`src/verilog/irt_pkg.sv`:
```
// Constants for the ISA I/O recovery timer and clock divider
`default_nettype none
package irt_pkg;
  // ==========================================================
  // Configuration register
  localparam logic [7:0] IRT_CFG_ADDR = 8'h40;
  localparam logic [7:0] IRT_CFG_RESET = 8'h4d;
  localparam int IRT_DIV_SEL_BIT = 7;
  localparam int IRT_EN8_BIT = 6;
  localparam int IRT_F8_MSB = 5;
  localparam int IRT_F8_LSB = 3;
  localparam int IRT_EN16_BIT = 2;
  localparam int IRT_F16_MSB = 1;
  localparam int IRT_F16_LSB = 0;
  // ==========================================================
  // Divider
  localparam logic [2:0] IRT_DIV_FAST = 3'h3;
  localparam logic [2:0] IRT_DIV_SLOW = 3'h4;
  localparam logic [2:0] IRT_HIGH_CNT = 3'h2;
  // ==========================================================
  // Recovery figures, in ISA clocks or half ISA clocks
  localparam logic [7:0] IRT_MIN_HALF_CLKS = 8'h07;
  localparam logic [3:0] IRT_ZERO8_EXTRA = 4'h8;
  localparam logic [3:0] IRT_ZERO16_EXTRA = 4'h4;
  localparam int IRT_CNT_W = 8;
endpackage
`default_nettype wire

```
`src/verilog/irt_clkdiv.sv`:
```
// ISA bus clock divider from the PCI clock
`timescale 1ns/1ns
`default_nettype none
module irt_clkdiv (
  input wire logic clk_i,              // PCI clock
  input wire logic rstn_i,             // Async reset, active low
  input wire logic div_sel_i,          // 1: divide by 3, 0: by 4
  output logic [2:0] div_o,            // Current divisor
  output logic isa_bus_clock_o         // Derived ISA bus clock
);
  import irt_pkg::*;

  typedef struct packed {
    logic [2:0] cnt;
    logic clk;
  } irt_div_st_t;

  irt_div_st_t st;
  irt_div_st_t next_st;

  assign div_o = div_sel_i ? IRT_DIV_FAST : IRT_DIV_SLOW; // [RQ4]
  assign isa_bus_clock_o = st.clk;

  // ==========================================================
  // Counter; a divisor change applies at once to the count in progress
  always_comb begin
    next_st = st;
    if (st.cnt >= div_o - 3'h1) begin // [RQ4]
      next_st.cnt = 3'h0;
    end else begin
      next_st.cnt = st.cnt + 3'h1;
    end
    next_st.clk = next_st.cnt < IRT_HIGH_CNT;
  end

  always_ff @(posedge clk_i or negedge rstn_i) begin
    if (!rstn_i) begin
      st <= '0;
    end else begin
      st <= next_st;
    end
  end
endmodule
`default_nettype wire

```
`src/verilog/irt_timer.sv`:
```
// ISA I/O recovery timer with configuration register, top level
`timescale 1ns/1ns
`default_nettype none
// Function
// RQ1 - At least 3.5 ISA clocks between back-to-back PCI I/O cycles, always; cmd_ok_o waives it while cyc_sub_i is set.
// RQ2 - Gap counts from command strobe deassert to next command assert.
// RQ3 - Sub-cycles of one split PCI access get no extra recovery.
// RQ4 - ISA clock is PCI clock divided by 3 if bit 7 set, else 4.
// RQ5 - Bit 6 enables 8-bit field; cleared means default recovery only.
// RQ6 - 8-bit field codes 1 to 7 add that many ISA clocks.
// RQ7 - 16-bit field applies only while bit 2 is set.
// RQ8 - 16-bit codes 1 to 3 add that many clocks; code 0 adds 4.
// RQ9 - Recovery only for PCI-initiated I/O cycles; added to the gap.
// RQ10 - 8-bit code 0 while enabled adds eight ISA clocks.
module irt_timer (
  input wire logic clk_i,              // PCI clock, 50 MHz
  input wire logic rstn_i,             // Async reset, active low
  input wire logic cfg_wr_i,           // Config write strobe
  input wire logic [7:0] cfg_addr_i,   // Config byte offset
  input wire logic [7:0] cfg_wdata_i,  // Config write data
  output logic [7:0] cfg_rdata_o,      // Config read data, registered
  input wire logic cyc_pci_i,          // Current I/O cycle is PCI-initiated
  input wire logic cyc_is16_i,         // Current I/O cycle is 16-bit
  input wire logic cyc_sub_i,          // Current is a later split sub-cycle
  input wire logic cmd_active_i,       // I/O command strobe asserted
  output logic cmd_ok_o,               // Next command strobe may assert
  output logic rec_busy_o,             // Recovery gap still running
  output logic isa_bus_clock_o         // Derived ISA bus clock
);
  import irt_pkg::*;

  typedef struct packed {
    logic [7:0] cfg;
    logic [7:0] rdata;
    logic cmd_prev;
    logic last16;
    logic last_pci;
    logic [IRT_CNT_W-1:0] cnt;
    // Monitor only: PCI clocks of recovery seen since strobe release
    logic [IRT_CNT_W-1:0] gap_len;
  } irt_st_t;

  irt_st_t st;
  irt_st_t next_st;
  logic [2:0] div;
  logic fall_now;
  logic [3:0] extra;
  logic [7:0] base;
  logic [7:0] load;

  irt_clkdiv u_div (
    .clk_i(clk_i),
    .rstn_i(rstn_i),
    .div_sel_i(st.cfg[IRT_DIV_SEL_BIT]),
    .div_o(div),
    .isa_bus_clock_o(isa_bus_clock_o)
  );

  // Deasserting edge of the command strobe starts the gap
  assign fall_now = st.cmd_prev & ~cmd_active_i; // [RQ2]

  // ==========================================================
  // Recovery length in PCI clocks
  always_comb begin
    // 3.5 ISA clocks rounded up to whole PCI clocks
    base = (IRT_MIN_HALF_CLKS * {5'h0, div} + 8'h01) >> 1; // [RQ1]
    extra = 4'h0;
    if (st.last16) begin
      if (st.cfg[IRT_EN16_BIT]) begin // [RQ7]
        extra = (st.cfg[IRT_F16_MSB:IRT_F16_LSB] == 2'h0) ?
          IRT_ZERO16_EXTRA : {2'h0, st.cfg[IRT_F16_MSB:IRT_F16_LSB]}; // [RQ8]
      end
    end else if (st.cfg[IRT_EN8_BIT]) begin // [RQ5]
      extra = (st.cfg[IRT_F8_MSB:IRT_F8_LSB] == 3'h0) ?
        IRT_ZERO8_EXTRA : {1'h0, st.cfg[IRT_F8_MSB:IRT_F8_LSB]}; // [RQ6] [RQ10]
    end
    // Rounding up costs at most half a PCI clock of throughput but
    // never lets a gap fall short of the floor, whatever the divisor.
    // Extra clocks are added on top of the fixed minimum
    load = base + {4'h0, extra} * {5'h0, div} - 8'h01; // [RQ9]
  end

  // ==========================================================
  // State update
  always_comb begin
    next_st = st;
    if (cfg_wr_i && cfg_addr_i == IRT_CFG_ADDR) begin
      next_st.cfg = cfg_wdata_i;
    end
    next_st.rdata = (cfg_addr_i == IRT_CFG_ADDR) ? st.cfg : 8'h00;
    next_st.cmd_prev = cmd_active_i;
    if (cmd_active_i) begin
      next_st.last16 = cyc_is16_i;
      next_st.last_pci = cyc_pci_i;
      next_st.cnt = '0;
    end else if (fall_now && st.last_pci) begin
      next_st.cnt = load; // [RQ2] [RQ9]
    end else if (st.cnt != '0) begin
      next_st.cnt = st.cnt - 8'h01;
    end
    // Gap length for the checks below; saturates rather than wraps
    // so a stuck busy flag cannot look like a short gap
    if (cmd_active_i) begin
      next_st.gap_len = '0;
    end else if (rec_busy_o && st.gap_len != '1) begin
      next_st.gap_len = st.gap_len + 8'h01;
    end
  end

  always_ff @(posedge clk_i or negedge rstn_i) begin
    if (!rstn_i) begin
      st <= '0;
      st.cfg <= IRT_CFG_RESET;
    end else begin
      st <= next_st;
    end
  end

  assign cfg_rdata_o = st.rdata;
  assign rec_busy_o = (st.cnt != '0) | (fall_now & st.last_pci);
  // Sub-cycles and non-PCI cycles bypass the gap; this trusts the
  // cycle engine to flag only genuine split sub-cycles
  assign cmd_ok_o = ~cyc_pci_i | cyc_sub_i | ~rec_busy_o; // [RQ3] [RQ9]
endmodule
`default_nettype wire

```
`config.mk`:
```
export PLATFORM = sky130hd
export DESIGN_NAME = irt_timer
export DESIGN_NICKNAME = d
export VERILOG_FILES = /design/src/verilog/irt_pkg.sv /design/src/verilog/irt_clkdiv.sv /design/src/verilog/irt_timer.sv
export SDC_FILE = /design/constraint.sdc
export NUM_CORES = 1
export LEC_CHECK = 0
export BUFFER_PORTS_ARGS = -buffer_cell sky130_fd_sc_hd__buf_4
export CORE_ASPECT_RATIO = 0.8
export CORE_MARGIN = 1.5
export CORE_UTILIZATION = 31
export DETAILED_ROUTE_END_ITERATION = 6
export GPL_TIMING_DRIVEN = 0
export SLEW_MARGIN = 20
export SYNTH_ARGS = -nofsm -noshare
export SYNTH_HDL_FRONTEND = slang
export SYNTH_SLANG_ARGS = --single-unit
```
`constraint.sdc`:
```
create_clock -name clk_i -period 8.26 [get_ports clk_i]
set_clock_uncertainty 0.1 [all_clocks]
set_input_delay 0.826 -clock clk_i [delete_from_list [all_inputs] [get_ports clk_i]]
set_output_delay 0.826 -clock clk_i [all_outputs]
set_load 0.1 [all_outputs]
```
==> key figures <==
Synthesis
  • Top post-synthesis cells by count: 27 x dfrtp_1, 15 x and2_1, 15 x ha_1
  • Ys async rst share: 100%
  • Ys flop type: dfrtp_1
  • Synth Warn #: 0
  • Number of synthesized flops with an enable pin: 0
  • Post-Syn Area per Cell: around 11 sq um
  • Syn Inst Count: about 190
  • Synth Net Count: 230
  • Synth top area cells: dfrtp_1 33%, ha_1 9.3%, mux2_4 5.9%, dfstp_2 5.2%, and2_1 4.6%
  • Register area share after synthesis: 38.6%
  • Cell taking the most area after synthesis: dfrtp_1
  • Number of synthesized register bits: 31
  • Most frequent cell after synthesis: dfrtp_1
  • Post-Synthesis Cell Area: around 0.0020 sq mm
  • Synth unique cells: 48
  • Area share of the largest cell type after synthesis: about 33%

CTS
  • CTS tree: done
  • Root Buffer: clkbuf_8
  • Clock slew at reported path FFs: 70 ps
  • Max Buffers Root-to-Sink: 2
  • Total CTS buffers: 5
  • Clk sink count: 31
  • Post-CTS Hold Fix Bufs: 0
  • Setup Buffers After CTS: 0
  • Resize count post-CTS: 0
  • Clk_lat worst skew: 280 ps
  • H-tree levels: 2

Cells and area
  • Fill count: 643
  • Area of the multi-input gates: 0.00112 sq mm
  • Flip-flop and latch area: 781 sq um
  • Area Overhead vs Synth: 22.6%
  • N_diodes: 0
  • Nets@finish: 270
  • Share of post-route cells with drive strength above 1: 31.0%

Critical path
  • CP startpoint: st[33]$_DFFE_PN1P_
  • Arr. time, crit path: roughly 3800 ps
  • Worst r2r src: st[33]$_DFFE_PN1P_
  • Critical path peak fanout: 6
  • Largest stage delay, worst path: 580 ps
  • Critical path capture point type: register
  • CP max stage cell: dfstp_2
  • CP dominant cell by count: fa_1
  • CP cell instances: nand2_1, o21ai_1, mux2i_1, fa_1, inv_1, fa_1, inv_1, fa_1, a21o_1, a22o_1, or3_1, a21oi_1
  • Setup crit start kind: register
  • Kind of critical path: reg -> reg
  • CP required: 8370 ps

Timing
  • Tcrit/Tclk final: a little under half
  • Max Fclk: 268 MHz
  • Final worst slack: 4520 ps
  • Minimum clock period: 3740 ps
  • Slew Limit Fails: 0
  • Final hold vios: 0
  • Worst slew margin: approximately three fifths
  • Unrepaired setup endpoints after global routing: no
  • Fin Setup TNS: 0 ps
  • Setup Viol. Count Final: 0
  • Actual slew at the worst max-slew pin: 605 ps

Die
  • Die W: 93.4 um
  • Initial Util: 31.9%
  • Row count: 26
  • # IOs: 34
  • Die Area: 0.00703 sq mm
  • Die Height: 75.3 um
  • Standard cell core area: 0.00634 sq mm

Worst hold path
  • Hold Path Class: in -> async

Global route
  • First-pass GRT wire length: between 6 and 7 mm
  • Largest net degree at the start of global routing: 32
  • Grt met1 use: between 10% and 20%
  • M3 GR Usage: 2.73%
  • GRT Max-Usage Layer: met1
  • Antenna violations before repair: 0
  • M2 GR Usage: between 10% and 20%
  • Congestion Overflow GR: 0
  • GRT Total Usage: between 10% and 20%
  • Vias in the first global route: 1364

Power and ir drop
  • P_int: 0.348 mW
  • Clk pwr share: 23.8%
  • Net Sw Frac: 38.2%
  • Leakage power: between 1 and 1.5 nW
  • NetSw: 0.215 mW
  • Power Total: approximately 0.56 mW
  • Power per cell area: 227 mW/mm^2
  • Sequential share of power: 36.4%
  • Peak VDD IR: about 0.068 mV
  • Combinational group share of total power: approximately 40%

Detailed routing
  • # DRC: 0
  • Post-route ant nets: 0
  • Vias: 1464
  • WL final: about 3.7 mm
  • DRT iter0 DRCs: 72
  • First-pass iteration count of the detailed router: 4
  • Drt wl/cell: 11.7 um
  • Vias per cell: 4.68

Placed design
  • Post-DP HPWL: 2.83 mm
  • Port Buf Inserts: 33
  • Routability congestion estimate: 0.762
  • DP Worst Slack: 4550 ps

Status
  • Outcome: finished, final reports clean

Job
  • Max cap viols: 0
==> kinds of logic (layout without fill, tap and decap cells) <==
| group | count (synthesis) | after routing | share of synthesized area (%) |
|---|---|---|---|
| XOR/XNOR | 4 | 4 | 1.73 |
| flip-flops | 31 | 31 | 38.6 |
| adder cells (fa/ha/maj) | 19 | 19 | 13.2 |
| AND/OR/NAND/NOR | 61 | 61 | 19.0 |
| multiplexers | 13 | 13 | 8.53 |
| buffers and inverters | 23 | 64 | 5.93 |
| AO/OA/AOI/OAI | 37 | 37 | 13.0 |
==> cell type report <==
cell class / instances / share of cell area (%)
multi-input combinational: 134 / 45.3
sequential: 31 / 31.5
timing repair buffer: 33 / 9.98
tap: 84 / 4.24
clock buffer: 7 / 3.88
buffer: 10 / 2.87
inverter: 13 / 1.97
clock inverter: 1 / 0.303
==> power groups by stage <==
stage               Combinational [mW]  Sequential, mW  Clock (mW)
floorplan                        0.161           0.219           0
global route                     0.248           0.210       0.144
finish                           0.224           0.205       0.134
detailed placement               0.225           0.208           0
global placement                 0.221           0.207           0
CTS                              0.226           0.205       0.137
==> stage by stage <==
step	instances	utilization (%)	instance area [sq um]	hold slack, ps
2_1_floorplan	188	-	2020	392
3_5_place_dp	305	37.5	2380	429
6_report	313	39.1	2480	363
3_3_place_gp	305	37.5	2380	424
5_1_grt	313	39.1	2480	388
4_1_cts	313	39.1	2480	372
==> registers in the layout, summed over array words and instances (netlist names) <==
signal,count
u_div.st,3
u_div.isa_bus_clock_o,1
st,19
cfg_rdata_o,8
==> routing by layer <==
layer  share of wire, %  up-vias
met4                2.1        0
li1                   -      734
met3                4.4        7
met1                 54      691
met2                 40       32
met5                  0        -
==> layout by cell type (no fill, tap or decap), drive strengths merged, types with 2 or more instances in the layout <==
cell type | synthesis | final
ha | 15 | 15
buf | 9 | 42
nand2 | 10 | 10
a211oi | 5 | 5
nand3b | 2 | 2
mux2i | 3 | 3
nor4 | 3 | 3
nand2b | 3 | 3
dfstp | 4 | 4
xor2 | 3 | 3
fa | 4 | 4
a21o | 4 | 4
clkbuf | 1 | 8
dfrtp | 27 | 27
nor2 | 10 | 10
nand3 | 5 | 5
a21oi | 12 | 12
inv | 13 | 13
mux2 | 10 | 10
or3 | 3 | 3
nor3 | 4 | 4
and2 | 15 | 15
o21ai | 6 | 6
==> final timing paths <==
path	to	slack, ps	cells past startpoint
setup / recovery	st[13]$_DFFE_PN0P_	4520	12
min in group clk_i	cfg_rdata_o[1]$_DFF_PN0_	440	1
hold reg to reg	cfg_rdata_o[1]$_DFF_PN0_	440	1
setup reg to reg	st[13]$_DFFE_PN0P_	4520	12
hold / removal	u_div.st[1]$_DFF_PN0_	360	1
max in group asynchronous	st[30]$_DFFE_PN1P_	7370	1
==> worst max-delay path, delay by kind of cell, from the launching register on <==
kind / cells / cell delay (ps)
and+or+nand+nor: 2 / 410
buffers and inverters: 2 / 110
muxes: 1 / 200
AOI/OAI and AO/OA: 4 / 830
adders and majority gates: 3 / 1430
DFF: 1 / 580
Note: power is estimated with default switching activity, not from simulation.
